==> config.mk <==
export PLATFORM = sky130hd
export DESIGN_NAME = sor_output_regs
export DESIGN_NICKNAME = d
export VERILOG_FILES = /design/src/design/sor_pkg.sv /design/src/design/sor_stream_if.sv /design/src/design/sor_pair_buf.sv /design/src/design/sor_sample_mem.sv /design/src/design/sor_output_regs.sv
export SDC_FILE = /design/constraint.sdc
export NUM_CORES = 1
export LEC_CHECK = 0
export ABC_AREA = 1
export BUFFER_PORTS_ARGS = -buffer_cell sky130_fd_sc_hd__buf_2
export CAP_MARGIN = 25
export CORE_UTILIZATION = 35
export DETAILED_ROUTE_END_ITERATION = 16
export PLACE_DENSITY = 0.61
export SLEW_MARGIN = 20
export SYNTH_ARGS = -nofsm -noshare
export SYNTH_HDL_FRONTEND = slang
export SYNTH_SLANG_ARGS = --single-unit
==> constraint.sdc <==
create_clock -name clk -period 3.74 [get_ports clk]
set_input_delay 0.561 -clock clk [delete_from_list [all_inputs] [get_ports clk]]
set_output_delay 0.561 -clock clk [all_outputs]
set_load 0.02 [all_outputs]
==> src/design/sor_pkg.sv <==
// Behaviour
// - Watermark flag is 1 when fill count is at or above the watermark.
// - Overrun flag sets only when the queue is full and a sample was overwritten.
// - Six-bit fill count: 0 means empty, 32 means full.
// - After an overwrite the status reads watermark 1, overrun 1, count 32.
// - Temperature overrun sets when a new result replaces an unread one.
// - Pressure overrun sets when a new result replaces an unread one.
// - Temperature-ready flag is 1 while an unread temperature result exists.
// - Pressure-ready flag is 1 from a queue push until the next read of byte 2Ah, even if samples remain.
// - The sample flags register is refreshed once per output-data-rate period.
// - Pressure is 24-bit two's complement in bytes 28h, 29h, 2Ah.
// - With differential and auto features off, pressure is measured minus offset.
// - The 16-bit offset is scaled by 256 before subtraction.
// - Temperature is 16-bit two's complement in bytes 2Bh and 2Ch.
// - Reading the filter clear register resets the pressure smoothing filter.
// - The watermark is the five-bit field in bits 4:0 of the queue control.
package sor_pkg;
    localparam logic [7:0] ADDR_QUEUE_CTRL   = 8'h14;
    localparam logic [7:0] ADDR_TRIM_LOW     = 8'h18;
    localparam logic [7:0] ADDR_TRIM_HIGH    = 8'h19;
    localparam logic [7:0] ADDR_FILL_STATE   = 8'h26;
    localparam logic [7:0] ADDR_SAMPLE_FLAGS = 8'h27;
    localparam logic [7:0] ADDR_PRESS_LOW    = 8'h28;
    localparam logic [7:0] ADDR_PRESS_MID    = 8'h29;
    localparam logic [7:0] ADDR_PRESS_HIGH   = 8'h2a;
    localparam logic [7:0] ADDR_TEMP_LOW     = 8'h2b;
    localparam logic [7:0] ADDR_TEMP_HIGH    = 8'h2c;
    localparam logic [7:0] ADDR_FILTER_CLEAR = 8'h33;

    localparam int PRESS_W    = 24;
    localparam int TEMP_W     = 16;
    localparam int TRIM_W     = 16;
    localparam int TRIM_SHIFT = 8;
    localparam int QUEUE_DEPTH = 32;
    localparam int FILL_W     = 6;
    localparam int WTM_W      = 5;
    localparam int CTRL_MODE_W = 3;

    localparam int FILL_WMARK_BIT = 7;
    localparam int FILL_OVR_BIT   = 6;
    localparam int FLAG_T_OR_BIT  = 5;
    localparam int FLAG_P_OR_BIT  = 4;
    localparam int FLAG_T_DA_BIT  = 1;
    localparam int FLAG_P_DA_BIT  = 0;

    localparam logic [7:0]        BYTE_ZERO  = 8'h00;
    localparam logic [WTM_W-1:0]  WTM_RESET  = 5'h00;
    localparam logic [TRIM_W-1:0] TRIM_RESET = 16'h0000;

    typedef logic [7:0] sor_byte_type;
    typedef enum logic [1:0] {
        BYTE_LOW  = 2'b00,
        BYTE_MID  = 2'b01,
        BYTE_HIGH = 2'b10
    } sor_lane_type;

    function automatic sor_byte_type sor_byte_sel(input logic [PRESS_W-1:0] v,
                                                  input sor_lane_type lane);
        sor_byte_type b;
        b = BYTE_ZERO;
        unique case (lane)
            BYTE_LOW:  b = v[7:0];
            BYTE_MID:  b = v[15:8];
            BYTE_HIGH: b = v[23:16];
            default:   b = BYTE_ZERO;
        endcase
        return b;
    endfunction : sor_byte_sel
endpackage : sor_pkg

==> src/design/sor_stream_if.sv <==
`timescale 1ns/1ps
interface sor_stream_if #(parameter int WIDTH = 24) ();
    logic             valid;
    logic             ready;
    logic [WIDTH-1:0] data;
    modport producer (output valid, output data, input ready);
    modport consumer (input valid, input data, output ready);
endinterface : sor_stream_if

==> src/design/sor_pair_buf.sv <==
`timescale 1ns/1ps
module sor_pair_buf #(
    parameter int WIDTH = 24
) (
    input  wire logic          clk,
    input  wire logic          resetn,
    sor_stream_if.consumer     in_s,
    sor_stream_if.producer     out_s
);
    import sor_pkg::*;

    logic [WIDTH-1:0] d0_r;
    logic [WIDTH-1:0] d1_r;
    logic [1:0]       cnt_r;
    logic [1:0]       cnt_nxt;
    logic             ready_r;
    logic             in_fire;
    logic             out_fire;

    assign in_fire     = in_s.valid & ready_r;
    assign out_fire    = (cnt_r != 2'h0) & out_s.ready;
    assign in_s.ready  = ready_r;
    assign out_s.valid = (cnt_r != 2'h0);
    assign out_s.data  = d0_r;

    always_comb begin
        cnt_nxt = cnt_r;
        if (in_fire && !out_fire) begin
            cnt_nxt = cnt_r + 2'h1;
        end else if (!in_fire && out_fire) begin
            cnt_nxt = cnt_r - 2'h1;
        end
    end

    always_ff @(posedge clk or negedge resetn) begin
        if (!resetn) begin
            cnt_r   <= 2'h0;
            ready_r <= 1'b1;
        end else begin
            cnt_r   <= cnt_nxt;
            ready_r <= (cnt_nxt != 2'h2);
        end
    end

    // Entry 0 is always the head, so the drain side sees a flop output
    always_ff @(posedge clk or negedge resetn) begin
        if (!resetn) begin
            d0_r <= '0;
            d1_r <= '0;
        end else if (out_fire) begin
            d0_r <= (cnt_r == 2'h2) ? d1_r : in_s.data;
            if (in_fire && cnt_r == 2'h2) begin
                d1_r <= in_s.data;
            end
        end else if (in_fire) begin
            if (cnt_r == 2'h0) begin
                d0_r <= in_s.data;
            end else begin
                d1_r <= in_s.data;
            end
        end
    end
endmodule : sor_pair_buf

==> src/design/sor_sample_mem.sv <==
`timescale 1ns/1ps
module sor_sample_mem #(
    parameter int WIDTH = 24,
    parameter int DEPTH = 32,
    parameter int AW    = 5
) (
    input  wire logic             clk,
    input  wire logic             resetn,
    input  wire logic             wr_en,
    input  wire logic [AW-1:0]    wr_addr,
    input  wire logic [WIDTH-1:0] wr_data,
    input  wire logic [AW-1:0]    rd_addr,
    output logic      [WIDTH-1:0] rd_data
);
    logic [WIDTH-1:0] mem [DEPTH];

    // Array has no reset so it can map onto plain RAM
    always_ff @(posedge clk) begin
        if (wr_en) begin
            mem[wr_addr] <= wr_data;
        end
    end

    always_ff @(posedge clk or negedge resetn) begin
        if (!resetn) begin
            rd_data <= '0;
        end else begin
            rd_data <= mem[rd_addr];
        end
    end
endmodule : sor_sample_mem

==> src/design/sor_output_regs.sv <==
`timescale 1ns/1ps
module sor_output_regs #(
    parameter int DEPTH = 32
) (
    input  wire logic                      clk,
    input  wire logic                      resetn,
    input  wire logic [7:0]                reg_addr,
    input  wire logic                      reg_rd,
    input  wire logic                      reg_wr,
    input  wire logic [7:0]                reg_wdata,
    output logic      [7:0]                reg_rdata,
    output logic                           reg_rvalid,
    input  wire logic                      press_valid,
    input  wire logic [sor_pkg::PRESS_W-1:0] press_meas,
    output logic                           press_ready,
    input  wire logic                      temp_valid,
    input  wire logic [sor_pkg::TEMP_W-1:0]  temp_meas,
    input  wire logic                      odr_tick,
    input  wire logic                      differential_select,
    input  wire logic                      autozero_select,
    input  wire logic                      auto_reference_hold,
    output logic                           filter_clear
);
    import sor_pkg::*;

    localparam int AW = $clog2(DEPTH);
    localparam logic [FILL_W-1:0] FILL_FULL = FILL_W'(DEPTH);

    logic [CTRL_MODE_W-1:0] ctrl_mode_r;
    logic [WTM_W-1:0]       queue_watermark_level_r;
    logic [TRIM_W-1:0]      pressure_offset_trim_r;
    logic [FILL_W-1:0]      queue_fill_count_r;
    logic [FILL_W-1:0]      fill_nxt;
    logic                   queue_overwrite_flag_r;
    logic [AW-1:0]          wr_ptr_r;
    logic [AW-1:0]          rd_ptr_r;
    logic [PRESS_W-1:0]     head_data;
    logic [PRESS_W-1:0]     trimmed;
    logic [TEMP_W-1:0]      temperature_result_r;
    logic [15:0]            p_shadow_r;
    logic [7:0]             t_shadow_r;
    logic                   p_lock_r;
    logic                   t_lock_r;
    logic                   p_new_r;
    logic                   t_new_r;
    logic                   p_or_r;
    logic                   t_or_r;
    logic [7:0]             sample_flags_r;
    logic [7:0]             rdata_nxt;
    logic                   queue_watermark_flag;
    logic                   full;
    logic                   push;
    logic                   pop;
    logic                   overwrite;
    logic                   rd_p_low;
    logic                   rd_p_high;
    logic                   rd_t_low;
    logic                   rd_t_high;

    sor_stream_if #(.WIDTH(PRESS_W)) press_in_s ();
    sor_stream_if #(.WIDTH(PRESS_W)) press_q_s ();

    assign rd_p_low  = reg_rd && reg_addr == ADDR_PRESS_LOW;
    assign rd_p_high = reg_rd && reg_addr == ADDR_PRESS_HIGH;
    assign rd_t_low  = reg_rd && reg_addr == ADDR_TEMP_LOW;
    assign rd_t_high = reg_rd && reg_addr == ADDR_TEMP_HIGH;

    // Other pressure modes belong to another block; raw value passes there
    always_comb begin
        trimmed = press_meas;
        if (!differential_select && !autozero_select && !auto_reference_hold) begin
            trimmed = press_meas - {pressure_offset_trim_r, TRIM_SHIFT'(0)};
        end
    end

    assign press_in_s.valid = press_valid;
    assign press_in_s.data  = trimmed;
    assign press_ready      = press_in_s.ready;
    // A half-read sample must not be overwritten, so the buffer soaks it up
    assign press_q_s.ready  = !p_lock_r;

    sor_pair_buf #(.WIDTH(PRESS_W)) u_pair_buf (
        .clk    (clk),
        .resetn (resetn),
        .in_s   (press_in_s.consumer),
        .out_s  (press_q_s.producer)
    );

    sor_sample_mem #(.WIDTH(PRESS_W), .DEPTH(DEPTH), .AW(AW)) u_sample_mem (
        .clk     (clk),
        .resetn  (resetn),
        .wr_en   (push),
        .wr_addr (wr_ptr_r),
        .wr_data (press_q_s.data),
        .rd_addr (rd_ptr_r),
        .rd_data (head_data)
    );

    assign full      = queue_fill_count_r == FILL_FULL;
    assign push      = press_q_s.valid && press_q_s.ready;
    assign pop       = rd_p_high && queue_fill_count_r != '0;
    assign overwrite = push && !pop && full;
    assign queue_watermark_flag =
        queue_fill_count_r >= FILL_W'(queue_watermark_level_r);

    always_comb begin
        fill_nxt = queue_fill_count_r;
        if (push && !pop && !full) begin
            fill_nxt = queue_fill_count_r + FILL_W'(1);
        end else if (pop && !push) begin
            fill_nxt = queue_fill_count_r - FILL_W'(1);
        end
    end

    always_ff @(posedge clk or negedge resetn) begin
        if (!resetn) begin
            ctrl_mode_r             <= '0;
            queue_watermark_level_r <= WTM_RESET;
            pressure_offset_trim_r  <= TRIM_RESET;
        end else if (reg_wr) begin
            if (reg_addr == ADDR_QUEUE_CTRL) begin
                ctrl_mode_r             <= reg_wdata[7:WTM_W];
                queue_watermark_level_r <= reg_wdata[WTM_W-1:0];
            end
            if (reg_addr == ADDR_TRIM_LOW) begin
                pressure_offset_trim_r[7:0] <= reg_wdata;
            end
            if (reg_addr == ADDR_TRIM_HIGH) begin
                pressure_offset_trim_r[15:8] <= reg_wdata;
            end
        end
    end

    // Pointers wrap by width, so the depth must stay a power of two
    always_ff @(posedge clk or negedge resetn) begin
        if (!resetn) begin
            wr_ptr_r           <= '0;
            rd_ptr_r           <= '0;
            queue_fill_count_r <= '0;
        end else begin
            queue_fill_count_r <= fill_nxt;
            if (push) begin
                wr_ptr_r <= wr_ptr_r + AW'(1);
            end
            if (pop || overwrite) begin
                rd_ptr_r <= rd_ptr_r + AW'(1);
            end
        end
    end

    always_ff @(posedge clk or negedge resetn) begin
        if (!resetn) begin
            queue_overwrite_flag_r <= 1'b0;
        end else if (overwrite) begin
            queue_overwrite_flag_r <= 1'b1;
        end else if (pop) begin
            queue_overwrite_flag_r <= 1'b0;
        end
    end

    // Set wins over the read that clears
    always_ff @(posedge clk or negedge resetn) begin
        if (!resetn) begin
            p_new_r <= 1'b0;
            p_or_r  <= 1'b0;
        end else begin
            if (push) begin
                p_new_r <= 1'b1;
            end else if (rd_p_high) begin
                p_new_r <= 1'b0;
            end
            if (push && p_new_r) begin
                p_or_r <= 1'b1;
            end else if (rd_p_high) begin
                p_or_r <= 1'b0;
            end
        end
    end

    always_ff @(posedge clk or negedge resetn) begin
        if (!resetn) begin
            temperature_result_r <= '0;
            t_new_r              <= 1'b0;
            t_or_r               <= 1'b0;
        end else begin
            if (temp_valid) begin
                temperature_result_r <= temp_meas;
                t_new_r              <= 1'b1;
            end else if (rd_t_high) begin
                t_new_r <= 1'b0;
            end
            if (temp_valid && t_new_r) begin
                t_or_r <= 1'b1;
            end else if (rd_t_high) begin
                t_or_r <= 1'b0;
            end
        end
    end

    // Low byte read freezes the upper bytes until the high byte is read
    always_ff @(posedge clk or negedge resetn) begin
        if (!resetn) begin
            p_lock_r   <= 1'b0;
            p_shadow_r <= '0;
            t_lock_r   <= 1'b0;
            t_shadow_r <= '0;
        end else begin
            if (rd_p_low) begin
                p_lock_r   <= 1'b1;
                p_shadow_r <= head_data[23:8];
            end else if (rd_p_high) begin
                p_lock_r <= 1'b0;
            end
            if (rd_t_low) begin
                t_lock_r   <= 1'b1;
                t_shadow_r <= temperature_result_r[15:8];
            end else if (rd_t_high) begin
                t_lock_r <= 1'b0;
            end
        end
    end

    always_ff @(posedge clk or negedge resetn) begin
        if (!resetn) begin
            sample_flags_r <= BYTE_ZERO;
        end else if (odr_tick) begin
            sample_flags_r                <= BYTE_ZERO;
            sample_flags_r[FLAG_T_OR_BIT] <= t_or_r;
            sample_flags_r[FLAG_P_OR_BIT] <= p_or_r;
            sample_flags_r[FLAG_T_DA_BIT] <= t_new_r;
            sample_flags_r[FLAG_P_DA_BIT] <= p_new_r;
        end
    end

    always_comb begin
        rdata_nxt = BYTE_ZERO;
        unique case (reg_addr)
            ADDR_QUEUE_CTRL:   rdata_nxt = {ctrl_mode_r, queue_watermark_level_r};
            ADDR_TRIM_LOW:     rdata_nxt = pressure_offset_trim_r[7:0];
            ADDR_TRIM_HIGH:    rdata_nxt = pressure_offset_trim_r[15:8];
            ADDR_FILL_STATE:   rdata_nxt = {queue_watermark_flag, queue_overwrite_flag_r,
                                            queue_fill_count_r};
            ADDR_SAMPLE_FLAGS: rdata_nxt = sample_flags_r;
            ADDR_PRESS_LOW:    rdata_nxt = sor_byte_sel(head_data, BYTE_LOW);
            ADDR_PRESS_MID:    rdata_nxt = p_lock_r ? p_shadow_r[7:0]
                                         : sor_byte_sel(head_data, BYTE_MID);
            ADDR_PRESS_HIGH:   rdata_nxt = p_lock_r ? p_shadow_r[15:8]
                                         : sor_byte_sel(head_data, BYTE_HIGH);
            ADDR_TEMP_LOW:     rdata_nxt = sor_byte_sel(PRESS_W'(temperature_result_r),
                                                        BYTE_LOW);
            ADDR_TEMP_HIGH:    rdata_nxt = t_lock_r ? t_shadow_r
                                         : sor_byte_sel(PRESS_W'(temperature_result_r),
                                                        BYTE_MID);
            default:           rdata_nxt = BYTE_ZERO;
        endcase
    end

    always_ff @(posedge clk or negedge resetn) begin
        if (!resetn) begin
            reg_rdata    <= BYTE_ZERO;
            reg_rvalid   <= 1'b0;
            filter_clear <= 1'b0;
        end else begin
            reg_rvalid   <= reg_rd;
            filter_clear <= reg_rd && reg_addr == ADDR_FILTER_CLEAR;
            if (reg_rd) begin
                reg_rdata <= rdata_nxt;
            end
        end
    end
endmodule : sor_output_regs

**After elaboration in Yosys (flattened, before gate mapping)**

Memories as Yosys holds them, arrays and structs flattened. A register that Yosys moved wholly into a read port is not among the register bits.
Cells that the tools add are included.

- Reduce and logical (&&, ||, !) cells: 47
- Div/mod/pow operators: 0
- Add/subtract/negate cells: 7
- Equal/unequal tests: 16
- Multiply operators: 0
- Bitwise logic cells: 2
- Multiplexer cells: 29
- Shifts and indexed selects: 0
- Magnitude comparators: 1

Operator list:

| cell | count |
|---|---|
| $mux W24 | 9 |
| $pmux W8 S10 | 1 |
| $eq A8 B6 Y1 const B | 8 |
| $eq A8 B5 Y1 const B | 3 |
| $mux W8 | 3 |
| $sub A24 B24 Y24 | 1 |
| $reduce_bool A2 Y1 | 11 |
| $logic_and A1 B1 Y1 | 18 |
| $mux W1 | 12 |
| $mux W6 | 2 |
| $add A5 B1 Y5 const B | 2 |
| $logic_not A1 Y1 | 10 |
| $reduce_and A2 Y1 | 4 |
| $add A6 B1 Y6 const B | 1 |
| $eq A6 B6 Y1 const B | 1 |
| $ge A6 B5 Y1 | 1 |
| $reduce_bool A6 Y1 | 1 |
| $sub A6 B1 Y6 const B | 1 |
| $mux W2 | 2 |
| $ne A2 B2 Y1 const B | 2 |
| $reduce_and A3 Y1 | 1 |
| $add A2 B1 Y2 const B | 1 |
| $and A1 B1 Y1 | 2 |
| $eq A2 B2 Y1 const B | 1 |
| other kinds (4) | 4 |

- Word-level logic and storage cells: 128
- RAM bits: 768
- Output and inout port bits: 11
- Memories kept: 1
- Register bits after elaboration: 152
- Memory bits (read-only): 0
- Bits in latches: 0
- Input bits: 66

Memories:

| name | depth | width | read ports | clocked after Yosys merged registers in | write ports | line | RTL |
|---|---|---|---|---|---|---|---|
| u_sample_mem.mem | 32 | 24 | 1 | 1 | 1 | sor_sample_mem.sv:15 | `logic [WIDTH-1:0] mem [DEPTH];` |

**Depth between registers and ports, before layout**

- Depth in word-level cells: 7
- Mapped depth: 17
- Mapped depth without buffers: 17

**By module**

Synthesis repeated with hierarchy kept, for this count alone.

- Cells, all modules: 3849
- Area, all modules: 40685.3 µm²

By module, submodules not included:

| module | seq. area each (µm²) | area an instance (µm²) | times used | cells each |
|---|---|---|---|---|
| sor_sample_mem | 23662.7 | 31880.6 | 1 | 2665 |
| sor_output_regs | 2527.4 | 6401.1 | 1 | 895 |
| sor_pair_buf | 1277.5 | 2403.6 | 1 | 289 |

**Least setup slack after synthesis**

Ideal clock, no wire load.

- Kind: flip-flop to flip-flop
- From: register u_pair_buf.cnt_r[0]
- To: memory u_sample_mem.mem[11][0] (enable)
- Clock period less this slack: 2.633 ns
- Path buffers: 0
- Required time: 3.335 ns
- Stages on the path, launching flop included: 8
- Path slack: 1.107 ns
- Arrival: 2.228 ns
- Setup time: 0.405 ns
- Cell sequence: dfrtp_1 -> inv_1 -> ha_1 -> nor2_1 -> inv_2 -> nor2_1 -> inv_1 -> nor2_1

- Word-level cells in the longest chain between the ends: 4

Ends and longest elaborated chain:

| element | line | RTL |
|---|---|---|
| start, declared | sor_pair_buf.sv:14 | `logic [1:0] cnt_r;` |
| start signal, assigned | sor_pair_buf.sv:40 | `cnt_r <= cnt_nxt;` |
| $reduce_bool A2 Y1 | sor_pair_buf.sv:23 | `assign out_s.valid = (cnt_r != 2'h0);` |
| $logic_and A1 B1 Y1 | sor_output_regs.sv:100 | `assign push = press_q_s.valid && press_q_s.ready;` |
| $mux W1 | sor_sample_mem.sv:19 | `if (wr_en) begin` |
| $mux W1 (not written as such) | sor_sample_mem.sv:20 | `mem[wr_addr] <= wr_data;` |
| end, declared | sor_sample_mem.sv:15 |  |

Every way passes these cells.

**Worst setup path after layout**

- From: register u_pair_buf.cnt_r[0]
- To: memory u_sample_mem.mem[16][16] (enable)

Same word-level chain as after synthesis.

==> results.sh <==
export IMPL_relSlewSlack_pct=37.85
export IMPL_gr_total_overflow=0
export IMPL_wl_um=109400
export IMPL_syn_num_nets=3416
export IMPL_layout_commonest_cell="edfxtp_1"
export IMPL_cts_tree="done"
export IMPL_routed_via_count=26024
export IMPL_numPortBuffers=76
export IMPL_clock_skew_ps=34.71
export IMPL_post_route_util_pct=40.93
export IMPL_synthSimpleGateAreaFrac_pct=11.52
export IMPL_start_util_pct=35.38
export IMPL_grt_max_degree=130
export IMPL_final_net_count=3521
export IMPL_hold_viol_final=0
export IMPL_ant_nets=0
export IMPL_grt_pass1_wl_um=160700
export IMPL_synthXorXnorAreaFrac_pct=0.4461
export IMPL_hpwl_um=65980
export IMPL_drive_gt1_share_pct=11.75
export IMPL_dr_pass1_iters=5
export IMPL_clk_latency_ps=680
export IMPL_outcome="finished clean"
export IMPL_io_pins=77
export IMPL_fillCellCount=10309
export IMPL_mostFrequentLayoutCells="edfxtp_1 (768), nand2_1 (717), o21ai_0 (363)"
export IMPL_p_leak_uw=0.01705
export IMPL_core_um2=111000
export IMPL_rsz0062_at_grt="no"
export IMPL_path_max_fanout=17
export IMPL_dieArea_um2=113500
export IMPL_grt_pass1_vias=24928
export IMPL_avgSynthCellArea_um2=11.84
export IMPL_die_h_um=337.0
export IMPL_critPathLaunchType="flop"
export IMPL_cts_root_buf="clkbuf_16"
export IMPL_powerDensity_nw_per_um2=814.3
export IMPL_worst_ir_drop_vdd_v=0.0004377
export IMPL_max_slew_worst_pin_slew_ps=932.3
export IMPL_ys_flop_type="edfxtp_1"
export IMPL_grt_util_all_layers_pct=19.08
export IMPL_antenna_found_initial=5
export IMPL_maxSlewViolCount=0
export IMPL_yosysTopAreaCellShare_pct=58.73
export IMPL_synth_top_area_cell="edfxtp_1"
export IMPL_cp_required_ps=4120
export IMPL_fin_area_um2=45420
export IMPL_ys_warn_count=0
export IMPL_reg2reg_slack_ps=820
export IMPL_min_period_over_period_pct=78.16
export IMPL_syn_inst=3317
export IMPL_antenna_cells=0
export IMPL_synth_edf_count=768
export IMPL_clk_pin_slew_ps=60
export IMPL_criticalPathCategory="reg2reg"
export IMPL_synthAdderAreaFrac_pct=1.090
export IMPL_row_count=122
export IMPL_seq_area_frac_synth_pct=69.95
export IMPL_end_kind="flop"
export IMPL_syn_cell_area_um2=39270
export IMPL_clkSinkCount=944
export IMPL_ys_ff_latch=944
export IMPL_drc=0
export IMPL_postCtsSetupRepairBufs=0
export IMPL_synth_top_family_by_area="simple AND/OR/NAND/NOR gates"
export IMPL_clockBufferDepth=3
export IMPL_ys_types=48
export IMPL_via_per_inst=5.211
export IMPL_max_freq_ghz=0.3421
export IMPL_numCtsBuffers=97
export IMPL_wl_per_cell_um=21.91
export IMPL_drtIter0Drc=2847
export IMPL_yosys_top_cells_area="edfxtp_1 (59%), dfrtp_1 (11%), nand2_1 (6.9%)"
export IMPL_gp_congestion=0.8758
export IMPL_async_flop_share_pct=18.64
export IMPL_drv_cap=0
export IMPL_fin_crit_ps=2923
export IMPL_syn_to_final_growth_pct=15.66
export IMPL_setup_viol=0
export IMPL_fin_tns_setup_ps=0
export IMPL_synth_mux_area_fraction_pct=2.504
export IMPL_min_delay_path_class="in2reg"
export IMPL_synth_compound_area_share_pct=10.47
export IMPL_arrival_ps=3300
export IMPL_fp_dieW_um=337.0
export IMPL_cts_max_level=3
export IMPL_post_dp_cell_area_um2=41990
==> area by class of cell <==
type | count | area [um^2] | area share [%]
clock buffer | 139 | 2746 | 6.047
clock inverter | 44 | 550.5 | 1.212
inverter | 166 | 634.4 | 1.397
multi-input combinational | 2029 | 10470 | 23.06
sequential | 944 | 27490 | 60.52
tap | 1488 | 1862 | 4.099
timing repair buffer | 184 | 1668 | 3.672
==> synthesized netlist by cell type (3+ instances only) <==
cell type	n
nor2_4	5
buf_4	22
a21oi_1	147
nor3_1	6
buf_1	12
edfxtp_1	768
o21ai_1	31
nand2_1	717
nand2_2	7
buf_6	17
o211ai_1	73
nand3_1	72
clkbuf_1	79
xor2_1	17
ha_1	31
dfrtp_1	175
o21ai_0	363
o22ai_1	118
inv_2	5
xnor2_1	3
buf_2	46
mux2i_1	96
a31oi_1	10
inv_1	159
nand4_1	4
nand3b_1	8
nor2_2	4
nor2_1	294
nand3_2	5
==> state kept, by name, summed over array words and instances, names as in the netlist, 2 cells and up <==
name                     flops
p_shadow_r                  16
u_sample_mem.mem           768
rd_ptr_r                     5
ctrl_mode_r                  3
u_pair_buf.d1_r             24
queue_watermark_level_r      5
queue_fill_count_r           6
pressure_offset_trim_r      16
reg_rdata                    8
wr_ptr_r                     5
u_pair_buf.out_s.data       24
u_sample_mem.rd_data        24
temperature_result_r        16
u_pair_buf.cnt_r             2
t_shadow_r                   8
sample_flags_r               4
==> worst paths after layout <==
kind,startpoint,end,cells past startpoint
max in group asynchronous,resetn,u_pair_buf.in_s.ready$_DFF_PN1_,3
min in group asynchronous,resetn,temperature_result_r[0]$_DFFE_PN0P_,2
setup / recovery,u_pair_buf.cnt_r[0]$_DFF_PN0_,u_sample_mem.mem[16][16]$_DFFE_PP_,7
hold / removal,temp_meas[14],temperature_result_r[14]$_DFFE_PN0P_,3
hold reg to reg,p_or_r$_DFFE_PN0P_,sample_flags_r[4]$_DFFE_PN0P_,2
setup reg to reg,u_pair_buf.cnt_r[0]$_DFF_PN0_,u_sample_mem.mem[16][16]$_DFFE_PP_,7
==> worst max-delay path, cell delays in order (launching register included) <==
cell	delay, ps
dfrtp_1	370
inv_1	70
ha_1	220
nor2_1	170
buf_4	250
nand2_1	470
nor2_4	830
buf_4	260
==> cells by family (layout without fill, tap and decap cells) <==
family          Yosys count  count (layout)
simple gates           1130            1130
fa+ha+maj                33              33
buf+inv                 344             533
flops                   944             944
xor+xnor                 20              20
compound gates          748             748
mux                      98              98
==> power breakdown <==
group          leakage [uW]  internal [uW]  total, uW  switching (uW)
combinational       0.00638           3350      11300            7910
clock               0.00162           5840       9960            4130
sequential          0.00905          14200      15800            1520
==> through the flow <==
step	hold slack (ps)	total power, uW	std cells	setup slack [ps]
after CTS	84.12	36940	4987	831.9
after detailed placement	464.6	27020	4803	839.8
final	117.2	36990	4994	816.9
after global routing	107.4	38670	4994	709.0
after global placement	457.5	26770	4798	823.6
after floorplan	265.4	22240	3317	1107
==> metal layers <==
layer | wire length, um | global-route usage (%) | up-vias
met4 | 3655 | 6.586 | 0
met1 | 46800 | 26.23 | 12897
li1 | - | - | 11947
met3 | 8682 | 3.807 | 189
met5 | 0 | 0 | -
met2 | 50270 | 30.05 | 991
==> timing repair <==
action	4_1_cts	5_1_grt
hold buffers	1	0
endpoints found under the hold margin	69	0
resized for setup	0	0
Power figures use the tool's default switching activity.
